<file path="src/rtl/ccmp_params.svh">
// Register offsets, field positions and reset values of the comparator control block.
`ifndef CCMP_PARAMS_SVH
`define CCMP_PARAMS_SVH

// ----------------------------------------------------------------
// Register offsets
// ----------------------------------------------------------------
`define CCMP_OFS_CTRL1 4'h0
`define CCMP_OFS_CTRL2 4'h1
`define CCMP_OFS_REF 4'h2
`define CCMP_OFS_STAT 4'h3
`define CCMP_OFS_IRQ_STAT 4'h4
`define CCMP_OFS_IRQ_MASK 4'h5
`define CCMP_OFS_WDT 4'h6
`define CCMP_OFS_ANC_LOW 4'h7
`define CCMP_OFS_ANC_HIGH 4'h8

// ----------------------------------------------------------------
// Field positions
// ----------------------------------------------------------------
`define CCMP_WDT_GATE_BIT 4
`define CCMP_EVPOL_NONE 2'h0
`define CCMP_EVPOL_RISE 2'h1
`define CCMP_EVPOL_FALL 2'h2
`define CCMP_EVPOL_ANY 2'h3

// ----------------------------------------------------------------
// Reset values
// ----------------------------------------------------------------
`define CCMP_CTRL_RST 8'h00
`define CCMP_REF_RST 8'h00
`define CCMP_ANC_RST 8'h00
`define CCMP_WDT_RST 8'h00
`define CCMP_MASK_RST 8'h00
`define CCMP_DFLT_RST 8'h00

`endif

</file>
<file path="src/rtl/ccmp_pkg.sv">
// Types shared by the comparator control block.
package ccmp_pkg;

  // ----------------------------------------------------------------
  // Register layouts
  // ----------------------------------------------------------------
  typedef struct packed {
    logic comparator_on;
    logic out_enable;
    logic out_invert;
    logic event_polarity_high;
    logic event_polarity_low;
    logic ref_select;
    logic [1:0] channel;
  } ccmp_ctrl_s;

  typedef struct packed {
    logic ref_enable;
    logic ref_out_enable;
    logic ref_range;
    logic ref_source;
    logic [3:0] ref_value;
  } ccmp_ref_s;

  // ----------------------------------------------------------------
  // Register port request
  // ----------------------------------------------------------------
  typedef struct packed {
    logic wr;
    logic rd;
    logic [3:0] addr;
    logic [7:0] wdata;
  } ccmp_bus_s;

endpackage : ccmp_pkg

</file>
<file path="src/rtl/ccmp_ctrl.sv">
// Control wrapper of the dual comparator unit: registers, events, sleep wake.
`timescale 1ns/1ps
`include "ccmp_params.svh"

// Notes on behaviour
// - Enabled comparator runs and interrupts in sleep.
// - Enabled comparator interrupt wakes device from sleep.
// - Leaving sleep keeps all control register bits.
// - Reset returns control registers to reset values.
// - Reset turns both comparators and reference off.
// - Overlapped registers reachable only when gate bit set.
module ccmp_ctrl #(
  parameter int NUM_CMP = 2,
  parameter int DATA_W = 8
) (
  input wire logic clock,
  input wire logic rst,
  input wire ccmp_pkg::ccmp_bus_s bus,
  output logic [7:0] rdata,
  input wire logic [1:0] cmp_raw,
  input wire logic sleep,
  output ccmp_pkg::ccmp_ctrl_s cmp1_cfg,
  output ccmp_pkg::ccmp_ctrl_s cmp2_cfg,
  output ccmp_pkg::ccmp_ref_s ref_cfg,
  output logic [7:0] analog_pin_config_low,
  output logic [7:0] analog_pin_config_high,
  output logic [1:0] cmp_result,
  output logic irq,
  output logic wake
);

  // ----------------------------------------------------------------
  // Elaboration checks
  // ----------------------------------------------------------------
  // The status and flag layouts hold exactly two comparators.
  if (NUM_CMP != 2) begin : g_bad_num
    $error("ccmp_ctrl: NUM_CMP must be 2");
  end
  if (DATA_W != 8) begin : g_bad_width
    $error("ccmp_ctrl: DATA_W must be 8");
  end

  // ----------------------------------------------------------------
  // Functions
  // ----------------------------------------------------------------
  function automatic logic evt_hit(
    input logic [1:0] pol,
    input logic prev,
    input logic cur
  );
    logic rise;
    logic fall;
    rise = ~prev & cur;
    fall = prev & ~cur;
    unique case (pol)
      `CCMP_EVPOL_NONE: evt_hit = 1'b0;
      `CCMP_EVPOL_RISE: evt_hit = rise;
      `CCMP_EVPOL_FALL: evt_hit = fall;
      `CCMP_EVPOL_ANY: evt_hit = rise | fall;
    endcase
  endfunction : evt_hit

  function automatic logic hit(
    input logic [3:0] addr,
    input logic [3:0] ofs
  );
    hit = (addr == ofs);
  endfunction : hit

  // ----------------------------------------------------------------
  // Registers
  // ----------------------------------------------------------------
  ccmp_pkg::ccmp_ctrl_s ctrl_ff [NUM_CMP];
  ccmp_pkg::ccmp_ref_s ref_ff;
  logic [7:0] anc_low_ff;
  logic [7:0] anc_high_ff;
  logic [7:0] wdt_ff;
  logic [7:0] mask_ff;
  logic [7:0] stat_ff;
  logic [7:0] nxt_stat;
  logic [7:0] dflt_ff [3];
  logic [7:0] rdata_ff;
  logic [7:0] nxt_rdata;
  logic [1:0] cout_ff;
  logic [1:0] prev_ff;
  logic [1:0] evt;

  // ----------------------------------------------------------------
  // Address decode
  // ----------------------------------------------------------------
  wire gate = wdt_ff[`CCMP_WDT_GATE_BIT];
  wire hit_c1 = hit(bus.addr, `CCMP_OFS_CTRL1);
  wire hit_c2 = hit(bus.addr, `CCMP_OFS_CTRL2);
  wire hit_ref_adr = hit(bus.addr, `CCMP_OFS_REF);
  wire hit_stat = hit(bus.addr, `CCMP_OFS_STAT);
  wire hit_istat = hit(bus.addr, `CCMP_OFS_IRQ_STAT);
  wire hit_mask = hit(bus.addr, `CCMP_OFS_IRQ_MASK);
  wire hit_wdt = hit(bus.addr, `CCMP_OFS_WDT);
  wire hit_al_adr = hit(bus.addr, `CCMP_OFS_ANC_LOW);
  wire hit_ah_adr = hit(bus.addr, `CCMP_OFS_ANC_HIGH);
  // The configuration view replaces the default view only while gated open.
  wire hit_ref = hit_ref_adr & gate;
  wire hit_al = hit_al_adr & gate;
  wire hit_ah = hit_ah_adr & gate;
  wire hit_d0 = hit_ref_adr & ~gate;
  wire hit_d1 = hit_al_adr & ~gate;
  wire hit_d2 = hit_ah_adr & ~gate;
  wire wr_c1 = bus.wr & hit_c1;
  wire wr_c2 = bus.wr & hit_c2;
  wire rd_istat = bus.rd & hit_istat;

  wire [7:0] rd_mux =
    hit_c1 ? 8'(ctrl_ff[0]) :
    hit_c2 ? 8'(ctrl_ff[1]) :
    hit_ref ? 8'(ref_ff) :
    hit_al ? anc_low_ff :
    hit_ah ? anc_high_ff :
    hit_d0 ? dflt_ff[0] :
    hit_d1 ? dflt_ff[1] :
    hit_d2 ? dflt_ff[2] :
    hit_stat ? {6'h00, cout_ff} :
    hit_istat ? stat_ff :
    hit_mask ? mask_ff :
    hit_wdt ? wdt_ff :
    8'h00;

  // ----------------------------------------------------------------
  // Control register writes
  // ----------------------------------------------------------------
  // Sleep is deliberately absent from every enable here, so the values
  // written before sleep are exactly those seen after wake.
  always_ff @(posedge clock) begin
    if (rst) begin
      ctrl_ff[0] <= `CCMP_CTRL_RST;
      ctrl_ff[1] <= `CCMP_CTRL_RST;
      ref_ff <= `CCMP_REF_RST;
    end else begin
      if (wr_c1) begin
        ctrl_ff[0] <= bus.wdata;
      end
      if (wr_c2) begin
        ctrl_ff[1] <= bus.wdata;
      end
      if (bus.wr && hit_ref) begin
        ref_ff <= bus.wdata;
      end
    end
  end

  always_ff @(posedge clock) begin
    if (rst) begin
      anc_low_ff <= `CCMP_ANC_RST;
      anc_high_ff <= `CCMP_ANC_RST;
      wdt_ff <= `CCMP_WDT_RST;
      mask_ff <= `CCMP_MASK_RST;
    end else begin
      if (bus.wr && hit_al) begin
        anc_low_ff <= bus.wdata;
      end
      if (bus.wr && hit_ah) begin
        anc_high_ff <= {bus.wdata[7:2], 2'h0};
      end
      if (bus.wr && hit_wdt) begin
        wdt_ff <= bus.wdata;
      end
      if (bus.wr && hit_mask) begin
        mask_ff <= {6'h00, bus.wdata[1:0]};
      end
    end
  end

  // Default registers that share the overlapped addresses.
  always_ff @(posedge clock) begin
    if (rst) begin
      dflt_ff[0] <= `CCMP_DFLT_RST;
      dflt_ff[1] <= `CCMP_DFLT_RST;
      dflt_ff[2] <= `CCMP_DFLT_RST;
    end else begin
      if (bus.wr && hit_d0) begin
        dflt_ff[0] <= bus.wdata;
      end
      if (bus.wr && hit_d1) begin
        dflt_ff[1] <= bus.wdata;
      end
      if (bus.wr && hit_d2) begin
        dflt_ff[2] <= bus.wdata;
      end
    end
  end

  // ----------------------------------------------------------------
  // Comparator outputs and events
  // ----------------------------------------------------------------
  // A switched-off comparator reads low, so an edge on turn-off can be
  // seen as an event; software should mask first if that is unwanted.
  for (genvar i = 0; i < NUM_CMP; i++) begin : g_cmp
    wire on = ctrl_ff[i].comparator_on;
    wire cur = on & (cmp_raw[i] ^ ctrl_ff[i].out_invert);
    wire [1:0] pol = {ctrl_ff[i].event_polarity_high,
                      ctrl_ff[i].event_polarity_low};
    assign evt[i] = evt_hit(pol, prev_ff[i], cout_ff[i]);
    always_ff @(posedge clock) begin
      if (rst) begin
        cout_ff[i] <= 1'b0;
        prev_ff[i] <= 1'b0;
      end else begin
        cout_ff[i] <= cur;
        prev_ff[i] <= cout_ff[i];
      end
    end
  end

  // ----------------------------------------------------------------
  // Interrupt status
  // ----------------------------------------------------------------
  // A read clears the flags, but an event in the same cycle survives.
  assign nxt_stat = (stat_ff & (rd_istat ? 8'h00 : 8'hff)) | {6'h00, evt};

  always_ff @(posedge clock) begin
    if (rst) begin
      stat_ff <= 8'h00;
    end else begin
      stat_ff <= nxt_stat;
    end
  end

  wire irq_any = |(stat_ff & mask_ff);
  assign irq = irq_any;
  assign wake = sleep & irq_any;

  // ----------------------------------------------------------------
  // Read data
  // ----------------------------------------------------------------
  assign nxt_rdata = bus.rd ? rd_mux : 8'h00;

  always_ff @(posedge clock) begin
    if (rst) begin
      rdata_ff <= 8'h00;
    end else begin
      rdata_ff <= nxt_rdata;
    end
  end

  assign rdata = rdata_ff;
  assign cmp1_cfg = ctrl_ff[0];
  assign cmp2_cfg = ctrl_ff[1];
  assign ref_cfg = ref_ff;
  assign analog_pin_config_low = anc_low_ff;
  assign analog_pin_config_high = anc_high_ff;
  assign cmp_result = cout_ff;

  // ----------------------------------------------------------------
  // Assertions
  // ----------------------------------------------------------------
  a_reset_all_off: assert property (
    @(posedge clock) rst |=> (!ctrl_ff[0].comparator_on && !ctrl_ff[1].comparator_on
      && !ref_ff.ref_enable && cmp_result == 2'h0 || rst))
    else $error("comparators or reference on after reset");

  a_reset_values: assert property (
    @(posedge clock) $past(rst) && !rst |-> 8'(ctrl_ff[0]) == `CCMP_CTRL_RST
      && 8'(ctrl_ff[1]) == `CCMP_CTRL_RST && 8'(ref_ff) == `CCMP_REF_RST)
    else $error("control registers not at reset value");

  a_sleep_keeps_ctrl: assert property (
    @(posedge clock) disable iff (rst)
    $fell(sleep) && !$past(bus.wr) |-> $stable(ctrl_ff[0]) && $stable(ctrl_ff[1]))
    else $error("control register changed on wake");

  a_sleep_runs_cmp: assert property (
    @(posedge clock) disable iff (rst)
    sleep && ctrl_ff[0].comparator_on && !wr_c1
      |=> cmp_result[0] == ($past(cmp_raw[0]) ^ ctrl_ff[0].out_invert))
    else $error("comparator stopped during sleep");

  a_wake_on_irq: assert property (
    @(posedge clock) disable iff (rst)
    sleep && evt[0] && mask_ff[0] |=> wake)
    else $error("no wake on enabled comparator interrupt");

  a_flag_on_edge: assert property (
    @(posedge clock) disable iff (rst)
    $rose(cout_ff[1]) && ctrl_ff[1].event_polarity_low && !ctrl_ff[1].event_polarity_high
      |=> stat_ff[1])
    else $error("rising event did not set flag");

  a_gate_blocks_wr: assert property (
    @(posedge clock) disable iff (rst)
    bus.wr && hit_ref_adr && !gate |=> $stable(ref_ff))
    else $error("reference written while gate closed");

  a_gate_read_dflt: assert property (
    @(posedge clock) disable iff (rst)
    bus.rd && hit_al_adr && !gate |=> rdata == $past(dflt_ff[1]))
    else $error("gated read did not return default register");

  a_read_clears: assert property (
    @(posedge clock) disable iff (rst)
    rd_istat && evt == 2'h0 ##1 evt == 2'h0 |-> ##1 stat_ff == 8'h00)
    else $error("status read did not clear flags");

  a_rdata_one_cycle: assert property (
    @(posedge clock) disable iff (rst)
    !bus.rd |=> rdata == 8'h00)
    else $error("read data outside its cycle");

  // Flags are sticky: only the clearing read may drop one.
  a_flag_sticky: assert property (
    @(posedge clock) disable iff (rst)
    stat_ff[0] && !rd_istat |=> stat_ff[0])
    else $error("interrupt flag dropped without a read");

  a_evpol_none: assert property (
    @(posedge clock) disable iff (rst)
    !ctrl_ff[0].event_polarity_high && !ctrl_ff[0].event_polarity_low && !stat_ff[0]
      |=> !stat_ff[0])
    else $error("flag set with no event polarity selected");

  a_off_reads_low: assert property (
    @(posedge clock) disable iff (rst)
    !ctrl_ff[1].comparator_on |=> !cmp_result[1])
    else $error("switched-off comparator output not low");

  a_gate_blocks_anc: assert property (
    @(posedge clock) disable iff (rst)
    bus.wr && hit_al_adr && !gate |=> $stable(anc_low_ff))
    else $error("pin configuration written while gate closed");

  // The mask resets closed, so no stale flag can raise irq on the first cycle.
  a_reset_irq_quiet: assert property (
    @(posedge clock) rst |=> (!irq && !wake) || rst)
    else $error("interrupt or wake active after reset");

  // Covers for the main scenarios: wake, gated write, set against clear, quiet sleep.
  c_sleep_off_quiet: cover property (@(posedge clock) disable iff (rst)
    sleep && !ctrl_ff[1].comparator_on && cmp_raw[1]);
  c_wake_seen: cover property (@(posedge clock) disable iff (rst) $rose(wake));
  c_gate_write: cover property (@(posedge clock) disable iff (rst) bus.wr && hit_ref);
  c_set_clear_same: cover property (@(posedge clock) disable iff (rst) rd_istat && |evt);
  c_both_flags: cover property (@(posedge clock) disable iff (rst) stat_ff[1:0] == 2'h3);

endmodule : ccmp_ctrl

</file>
<file path="config.mk">
export PLATFORM = sky130hd
export DESIGN_NAME = ccmp_ctrl
export DESIGN_NICKNAME = d
export VERILOG_FILES = /design/src/rtl/ccmp_pkg.sv /design/src/rtl/ccmp_ctrl.sv
export VERILOG_INCLUDE_DIRS = /design/src /design/src/rtl
export SDC_FILE = /design/constraint.sdc
export NUM_CORES = 1
export LEC_CHECK = 0
export BUFFER_PORTS_ARGS = -buffer_cell sky130_fd_sc_hd__buf_2
export CORE_MARGIN = 4
export CORE_UTILIZATION = 50
export CTS_CLUSTER_DIAMETER = 150
export DETAILED_ROUTE_END_ITERATION = 8
export HOLD_SLACK_MARGIN = 0.12
export PLACE_DENSITY_LB_ADDON = 0.25
export SLEW_MARGIN = 20
export SYNTH_ARGS = -nofsm -noshare
export SYNTH_HDL_FRONTEND = slang
export SYNTH_SLANG_ARGS = --single-unit
</file>
<file path="constraint.sdc">
create_clock -name clock -period 1.7 [get_ports clock]
set_input_delay 0.17 -clock clock [delete_from_list [all_inputs] [get_ports clock]]
set_output_delay 0.17 -clock clock [all_outputs]
set_load 0.03 [all_outputs]
</file>
==> flow_metrics.tcl, run 1 <==
set metrics [dict create \
    outcome "complete, no violations" \
    arrival_ns 1.96 \
    criticalPathCategory "reg2reg" \
    path_buf_inv 1 \
    h-tree-depth 3 \
    ant_nets 0 \
    instances_no_fill 663 \
    p_leak_nw 2.28 \
    cp_top_family "simple AND/OR/NAND/NOR gates" \
    ys_top_cells_by_area "edfxtp_1 27%, dfxtp_1 24%, a21oi_1 4.5%" \
    setup_tns_ns 0 \
    required_ns 2.00 \
    die_w_um 102 \
    cap_violations 0 \
    fin_skew_ns 0.0120 \
    start_util_pct 51.1 \
    grt_first_pass_wirelength_mm 20.2 \
    syn_to_final_growth_pct 24.5 \
    clkLatencyLatePin_ns 0.37 \
    p_per_area_mw_per_mm2 859 \
    drc_errors 0 \
    synth_warnings 0 \
    worst_slack_ns 0.0436 \
    syn_area_per_cell_sq_um 10.1 \
    synth_top_cell_area_share_pct 27.2 \
    cts_buffer_depth 2 \
    slowest_delay_ns 0.54 \
    antenna_cells 0 \
    post-dp-hpwl_mm 10.0 \
    critical_path_peak_fanout 7 \
    setup.worst_path.start_class "flop" \
    globalRouteOverflowTotal 0 \
    cts_root_buffer "clkbuf_8" \
    ys_async_sr_fraction_pct 0 \
    dp.cells 642 \
    ir_drop_v 0.000478 \
    hold_viol 0 \
    finalNetCount 573 \
    via_per_inst 5.91 \
    drt_iter0_drc 437 \
    drtPass1Iterations 5 \
    yosysTopAreaCell "edfxtp_1" \
    numPortBuffers 68 \
    yosysSeqAreaShare_pct 50.8 \
    post-route-util_pct 63.6 \
    syn-cell-area_sq_mm 0.00441 \
    holdWs_ns 0.126 \
    fin_crit_ns 1.66 \
    grt_antenna_before_repair 0 \
    cts_tree "built" \
    synth_top_flop_cell "dfxtp_1" \
    crit_slowest_cell "or4b_4" \
    synth_edf_count 40 \
    finalWirelength_mm 13.2 \
    wl_per_cell_um 20.0 \
    dr_total_vias 3921 \
    tightest_slew_ns 0.658 \
    grt_max_degree 18 \
    final_layout_size_suffix_gt1_share_pct 30.1 \
    endpoint_kind "flop" \
    path_clk_slew_ns 0.09 \
    pre_cts_ws_ns -0.134 \
    rsz0062_at_grt "yes" \
    cts_sinks 92 \
    ys_ff_latch 92 \
    rows 34 \
    globalplace.congestion 1.00 \
    cts-buffers-inserted 9 \
    pin_count 71 \
    maxSlewViolCount 0 \
    core_area_sq_mm 0.00864 \
    crit_chain "buf_6 > or4b_4 > a21oi_2 > o22ai_1 > a21o_1 > a21oi_1" \
    fp.dieArea_sq_mm 0.0104 \
    hold_class "in2reg" \
    grt_pass1_vias 3700 \
    syn_inst 435 \
    grt.total_usage_pct 25.8 \
    period_share_pct 97.4 \
    synth_cell_types 59 \
    setup_viol 0 \
    die_h_um 102 \
    fmax_mhz 604 \
    slew_headroom_pct 56.2 \
]
-- metal layers --
layer / up-vias / wire length (um) / share of wire, % / GRT usage [%]
met5: - / 0 / 0 / 0
met4: 0 / 249 / 1.9 / 6.66
met3: 32 / 1130 / 8.5 / 4.16
met2: 220 / 6300 / 48 / 41.4
met1: 1867 / 5550 / 42 / 36.8
li1: 1802 / - / - / -
-- metrics by stage --
step,total power (W),area [sq um]
after floorplan,0.00280,4420
after global placement,0.00303,5170
after detailed placement,0.00303,5170
after CTS,0.00472,5450
after global routing,0.00489,5500
final,0.00472,5500
-- placed cells by master, fill, tap and decap left out, types with 4 or more instances in the layout --
| cell | n |
|---|---|
| inv_1 | 11 |
| and3_1 | 5 |
| o21ai_0 | 22 |
| a221oi_2 | 4 |
| ha_1 | 4 |
| a21oi_1 | 39 |
| nand2_1 | 37 |
| nor2b_1 | 7 |
| a21o_1 | 4 |
| mux2i_1 | 16 |
| a221oi_1 | 7 |
| dfxtp_1 | 51 |
| buf_2 | 68 |
| nand3_1 | 25 |
| edfxtp_1 | 40 |
| dlygate4sd3_1 | 4 |
| nor2_1 | 31 |
| and2_1 | 24 |
| nand2b_1 | 6 |
| o22ai_1 | 7 |
| clkbuf_8 | 9 |
| a32o_1 | 4 |
| buf_4 | 60 |
| nand4b_1 | 4 |
-- report_power, final --
part / internal (W) / leakage [nW] / total [W] / switching, W
clock: 0.000924 / 0.114 / 0.00171 / 0.000788
combinational: 0.000215 / 1.35 / 0.000584 / 0.000368
sequential: 0.00238 / 0.814 / 0.00242 / 0.0000468
total: 0.00352 / 2.28 / 0.00472 / 0.00120
-- timing repair --
| item | CTS | global route |
|---|---|---|
| buffers inserted | 0 | 1 |
| endpoints found under the setup margin | 3 | 6 |
| hold buffers | 4 | 0 |
| resized for setup | 1 | 8 |
| pin swaps | 0 | 5 |
| endpoints found under the hold margin | 4 | 0 |
-- worst register-to-register path: stages (launching register included) --
cell and delay (ns):
dfxtp_4 0.39, buf_6 0.13, or4b_4 0.54, a21oi_2 0.15
o22ai_1 0.08, a21o_1 0.20, a21oi_1 0.11
-- registers in the layout (all words and copies together), names as in the netlist --
name	cells
analog_pin_config_high	6
stat_ff	8
analog_pin_config_low	8
ref_cfg	8
ctrl_ff	16
mask_ff	2
cmp_result	2
prev_ff	2
dflt_ff	24
wdt_ff	8
rdata	8
-- area by class of cell --
class,count,area [sq um]
clock inverter,5,82.6
sequential,92,2250
timing repair buffer,134,862
tap,108,135
multi-input combinational,300,1960
inverter,13,53.8
clock buffer,11,153
fill,715,3140
-- logic make-up (layout without fill, tap and decap cells) --
family                     after synthesis  in the layout  share of synthesized area, %
muxes                                   16             16                          3.63
and+or+nand+nor                        164            164                          21.9
buffers and inverters                   44            163                          5.56
adders and majority gates                4              4                          1.13
xor gates and xnor gates                 3              3                         0.595
DFF                                     92             92                          50.8
other                                    1              2                        0.0850
AOI/OAI and AO/OA                      111            111                          16.3
-- Yosys cell counts (2+ instances only) --
cell type and count:
xnor2_1 3, buf_2 6, buf_6 6, a32oi_1 2
a21o_1 4, o21ai_0 22, a22oi_1 3, nand4b_1 4
o22ai_1 7, nand2b_1 7, and2_1 24, a22o_1 2
edfxtp_1 40, dfxtp_1 52, ha_1 4, nor4b_4 3
a221oi_1 10, o21bai_1 2, clkbuf_1 12, nor3_1 3
inv_1 11, a32o_1 4, a21oi_1 40, nor3b_1 2
nor2_1 31, or4b_1 2, a31o_2 2, nor2b_1 7
mux2i_1 16, o21a_1 3, and3_1 5, nand2_1 37
a211oi_1 2, nand3_1 25, inv_4 2, buf_4 6
nand3b_1 2
-- worst paths after layout --
path / startpoint / to / slack, ns / depth (start not counted)
worst min-delay path: bus[6] / analog_pin_config_low[6] / 0.13 / 3
worst min register to register: stat_ff[7] / stat_ff[7] / 0.48 / 1
worst max-delay path: wdt_ff[4] / rdata[1] / 0.04 / 6
worst max register to register: wdt_ff[4] / rdata[1] / 0.04 / 6
Power figures use the tool's default switching activity.
==> inputs of run 2 (changes only) <==
Settings changed: CORE_UTILIZATION 50 to 51.
==> run 2 against run 1 <==
  * Non-clock buffer count fell by 5
  * Global-route usage rose by 0.52 points
  * Combinational power rose by 1%
  * Sequential cell count unchanged
==> flow_metrics.tcl, run 2 (synthesis gave the netlist of run 1 again) <==
set metrics [dict create \
    die_w_um 101 \
    seqPwrFrac_pct 53.5 \
    rsz0062_at_grt "no" \
    dr_total_vias 3837 \
    cap_violations 0 \
    p_switching_w 0.00124 \
    clkLatencyLatePin_ns 0.37 \
    hold_end "ref_cfg[6]" \
    grt_antenna_before_repair 0 \
    fill_cells 674 \
    endpoint_kind "flop" \
    top_layer_used "met4" \
    numPortBuffers 68 \
    final_common_cell "buf_2" \
    p_clk_share_pct 33.5 \
    drc_errors 0 \
    rows 33 \
    cts_tree "built" \
    wl_per_cell_um 20.0 \
    fin_crit_ns 1.63 \
    die_h_um 101 \
    maxSlewViolCount 0 \
    worstReg2RegStart "wdt_ff[4]" \
    p_int_w 0.00329 \
    required_ns 2.01 \
    path_clk_slew_ns 0.10 \
    fp.dieArea_sq_mm 0.0102 \
    drtPass1Iterations 5 \
    fmax_mhz 614 \
    grt_max_degree 26 \
    p_per_area_mw_per_mm2 830 \
    grt.total_usage_pct 26.4 \
    globalplace.congestion 0.954 \
    via_per_inst 5.86 \
    wl_met2_mm 6.07 \
    p_leak_nw 2.26 \
    r2r_setup_slack_ns 0.07 \
    finalNetCount 568 \
    setup.worst_path.start_class "flop" \
    r2r_cells 5 \
    route.met3.wl_mm 1.15 \
    globalRouteOverflowTotal 0 \
    finalWirelength_mm 13.1 \
    arrival_ns 1.94 \
    mostFrequentLayoutCells "68 x buf_2, 55 x buf_4, 51 x dfxtp_1, 40 x a21oi_1, 40 x edfxtp_1" \
    holdCritStartpoint "bus[6]" \
    p_sw_share_pct 27.4 \
    grt_first_pass_wirelength_mm 20.0 \
    syn_to_final_growth_pct 23.5 \
    r2r-end "rdata[1]" \
    outcome "complete, no violations" \
    ir_drop_v 0.000499 \
    fin_skew_ns 0.0136 \
    period_share_pct 95.8 \
    hold_viol 0 \
    critical_path_peak_fanout 9 \
    power_frac_comb_pct 13.0 \
    cts_buffer_depth 2 \
    antenna_cells 0 \
    core_area_sq_mm 0.00830 \
    setup_viol 0 \
    h-tree-depth 3 \
    slew_headroom_pct 54.8 \
    ant_nets 0 \
    pin_count 71 \
    cts_sinks 92 \
    criticalPathCategory "reg2reg" \
    hold_class "in2reg" \
    tightest_slew_ns 0.679 \
    cts_root_buffer "clkbuf_8" \
    post-dp-hpwl_mm 9.79 \
    worstHoldPathCells 3 \
    largest_register "dflt_ff" \
    drt-met1-wl_mm 5.47 \
    total_power_w 0.00452 \
    final_layout_size_suffix_gt1_share_pct 30.7 \
    reg_top3 "dflt_ff: 24 flops, ctrl_ff: 16 flops" \
    largest_reg_flops 24 \
    cts-buffers-inserted 9 \
    grt_pass1_vias 3644 \
    drt_iter0_drc 352 \
    setup_tns_ns 0 \
    start_util_pct 53.2 \
]
## run 2: changes by cell type in the layout (fill, tap and decap cells not counted), sizes merged
| cell | previous run | this run |
|---|---|---|
| buf | 130 | 126 |
| clkinvlp | 1 | 3 |
| bufinv | 2 | 1 |
| clkbuf | 11 | 10 |
| clkinv | 1 | 0 |
| dlygate4sd3 | 4 | 3 |
| inv | 14 | 15 |
## run 2: metal layers
layer | up-vias | track usage, %
li1 | 1801 | -
met1 | 1839 | 35.5
met2 | 172 | 42.2
met3 | 25 | 4.98
met4 | 0 | 9.92
met5 | - | 0
## run 2: worst max path at each step
stage | from | end | slack, ns | cells past startpoint
after floorplan | wdt_ff[4] | rdata[1] | 0.15 | 6
after global placement | bus[11] | rdata[0] | -0.11 | 7
after detailed placement | bus[9] | rdata[4] | -0.12 | 7
after CTS | wdt_ff[4] | rdata[7] | 0.01 | 6
after global routing | wdt_ff[4] | rdata[0] | 0.01 | 5
final | wdt_ff[4] | rdata[1] | 0.07 | 5
## run 2: final cells by class
class                      instances  area, sq um  area share (%)
clock buffer                      10          128            2.34
clock inverter                     6         72.6            1.33
inverter                          13         53.8           0.987
multi-input combinational        300         1980            36.3
sequential                        92         2250            41.2
tap                              105          131            2.41
timing repair buffer             129          843            15.5
## run 2: timing repair
action	4_1_cts	5_1_grt
endpoints found under the setup margin	4	10
hold endpoints to repair	5	0
buffers inserted	0	0
pin swaps	0	5
hold buffers	3	0
gates cloned	0	0
gates resized for setup	4	10
## run 2: worst max-delay path, stage by stage (launching register included)
cell and delay, ns:
dfxtp_4 0.38, or4b_1 0.55, a21oi_1 0.20, o22ai_1 0.12
a21o_1 0.19, a21oi_1 0.14
## run 2: power groups by stage
stage,clock network (W),registers [W],logic (W)
after CTS,0.00152,0.00242,0.000578
final,0.00152,0.00242,0.000590
after global placement,0,0.00247,0.000560
after detailed placement,0,0.00247,0.000565
after floorplan,0,0.00252,0.000279
after global routing,0.00162,0.00243,0.000626
## run 2: stage by stage
stage / hold slack, ns / util, % / std cells / instance area, sq um / setup WS, ns
6_report: 0.131 / 65.7 / 655 / 5450 / 0.0709
5_1_grt: 0.135 / 65.7 / 655 / 5450 / 0.00953
4_1_cts: 0.123 / 65.3 / 655 / 5420 / 0.0118
3_5_place_dp: 0.450 / 62.3 / 636 / 5170 / -0.118
3_3_place_gp: 0.452 / 62.3 / 636 / 5170 / -0.106
2_1_floorplan: 0.314 / - / 436 / 4420 / 0.147
==> inputs of run 3 (changes only) <==
Settings changed: MAX_ROUTING_LAYER from default to met4.
==> run 3 against run 2 <==
  * Sequential cell count is the same
  * Cell area is essentially flat
  * First-iteration DRC count shrank 11%
  * Critical path type unchanged
  * Largest cell class unchanged
  * Largest power group unchanged
==> flow_metrics.tcl, run 3 (synthesis gave the netlist of run 1 again) <==
set metrics [dict create \
    outcome "complete, no violations" \
    dpl_cell_area_sq_mm 0.00521 \
    antenna_cells 0 \
    die_h_um 101 \
    cts_tree "built" \
    critical_path_peak_fanout 10 \
    power_frac_comb_pct 13.0 \
    rsz0062_at_grt "yes" \
    cpMostUsedCell "a221oi_1" \
    fmax_mhz 616 \
    largest_register "dflt_ff" \
    required_ns 1.97 \
    globalRouteOverflowTotal 0 \
    mostFrequentLayoutCells "68 x buf_2, 61 x buf_4, 51 x dfxtp_1, 40 x a21oi_1, 40 x edfxtp_1" \
    setup_viol 0 \
    h-tree-depth 3 \
    slew_headroom_pct 53.0 \
    p_sw_share_pct 26.8 \
    grt.total_usage_pct 28.1 \
    post-dp-hpwl_mm 10.1 \
    final_common_cell "buf_2" \
    period_share_pct 95.6 \
    criticalPathCategory "reg2reg" \
    grt_first_pass_wirelength_mm 20.9 \
    grt_pass1_vias 3740 \
    fin_skew_ns 0.0125 \
    fill_cells 712 \
    numPortBuffers 68 \
    clkLatencyLatePin_ns 0.36 \
    pin_count 71 \
    tightest_slew_ns 0.705 \
    drc_errors 0 \
    start_util_pct 53.2 \
    finalNetCount 573 \
    cp_top_family "compound AO/OA/AOI/OAI gates" \
    reg_top3 "dflt_ff: 24 flops, ctrl_ff: 16 flops" \
    hold_class "in2reg" \
    setup.worst_path.start_class "flop" \
    via_per_inst 5.88 \
    cts_sinks 92 \
    finalWirelength_mm 13.4 \
    die_w_um 101 \
    seqPwrFrac_pct 53.4 \
    maxSlewViolCount 0 \
    dr_total_vias 3883 \
    slowest_delay_ns 0.38 \
    grt_antenna_before_repair 0 \
    crit_chain "nor2_1 > nor4b_4 > a221oi_1 > a211o_1 > a221oi_1" \
    final_layout_size_suffix_gt1_share_pct 29.9 \
    grt_max_degree 26 \
    dp.cells 641 \
    cap_violations 0 \
    path_buf_inv 0 \
    cts_root_buffer "clkbuf_8" \
    drtPass1Iterations 5 \
    rows 33 \
    endpoint_kind "flop" \
    p_clk_share_pct 33.7 \
    p_per_area_mw_per_mm2 831 \
    total_power_w 0.00453 \
    arrival_ns 1.89 \
    fp.dieArea_sq_mm 0.0102 \
    drt_iter0_drc 313 \
    largest_reg_flops 24 \
    stdcell_area_sq_mm 0.00546 \
    syn_to_final_growth_pct 23.6 \
    hold_viol 0 \
    cts-buffers-inserted 9 \
    instances_no_fill 660 \
    crit_slowest_cell "dfxtp_4" \
    fin_crit_ns 1.62 \
    p_leak_nw 2.28 \
    globalplace.congestion 1.06 \
    p_switching_w 0.00122 \
    core_area_sq_mm 0.00830 \
    cts_buffer_depth 2 \
    ir_drop_v 0.000399 \
    path_clk_slew_ns 0.10 \
    wl_per_cell_um 20.3 \
    p_int_w 0.00332 \
    ant_nets 0 \
]
[run 3: per-layer routing]
layer	up-vias	wire, um	track usage, %
li1	1808	-	-
met3	30	1090	4.71
met2	189	6200	42.1
met4	0	442	11.1
met1	1856	5670	38.1
met5	-	0	-
[run 3: path summary, 6_finish.rpt]
check	start	to	slack [ns]	depth (start not counted)
setup / recovery	wdt_ff[4]	rdata[3]	0.08	5
hold / removal	bus[2]	ref_cfg[2]	0.14	3
setup reg to reg	wdt_ff[4]	rdata[3]	0.08	5
hold reg to reg	ref_cfg[2]	ref_cfg[2]	0.47	2
[run 3: stage by stage]
step	util, %	hold WS (ns)	setup TNS [ns]	worst slack, ns
CTS	65.6	0.123	0	0.0585
global route	65.8	0.121	-0.0251	-0.0144
global placement	62.8	0.454	-0.366	-0.105
floorplan	-	0.314	0	0.147
finish	65.8	0.137	0	0.0756
detailed placement	62.8	0.458	-0.718	-0.0633
[run 3: final cells by class]
class	count	area [sq um]	area share [%]
inverter	13	53.8	0.986
multi-input combinational	300	1940	35.5
tap	105	131	2.41
sequential	92	2250	41.2
clock buffer	12	178	3.26
timing repair buffer	134	878	16.1
clock inverter	4	32.5	0.596
[run 3: worst reg2reg max path, cell delays in order (launching register included)]
cell and delay, ns:
dfxtp_4 0.38, nor2_1 0.11, nor4b_4 0.31, a221oi_1 0.17
a211o_1 0.29, a221oi_1 0.28
[run 3: timing repair]
action                     4_1_cts  5_1_grt
resized for setup                1        4
pin swaps                        0        0
setup buffers                    0        1
setup endpoints to repair        4        5
cloned                           0        0
hold buffers                     2        0
hold endpoints to repair         2        0
[run 3: power by group through the flow]
stage          sequential (W)  clock, W  combinational [W]
6_report              0.00242   0.00153           0.000587
5_1_grt               0.00243   0.00164           0.000628
4_1_cts               0.00242   0.00155           0.000581
3_5_place_dp          0.00247         0           0.000574
3_3_place_gp          0.00247         0           0.000571
2_1_floorplan         0.00252         0           0.000279
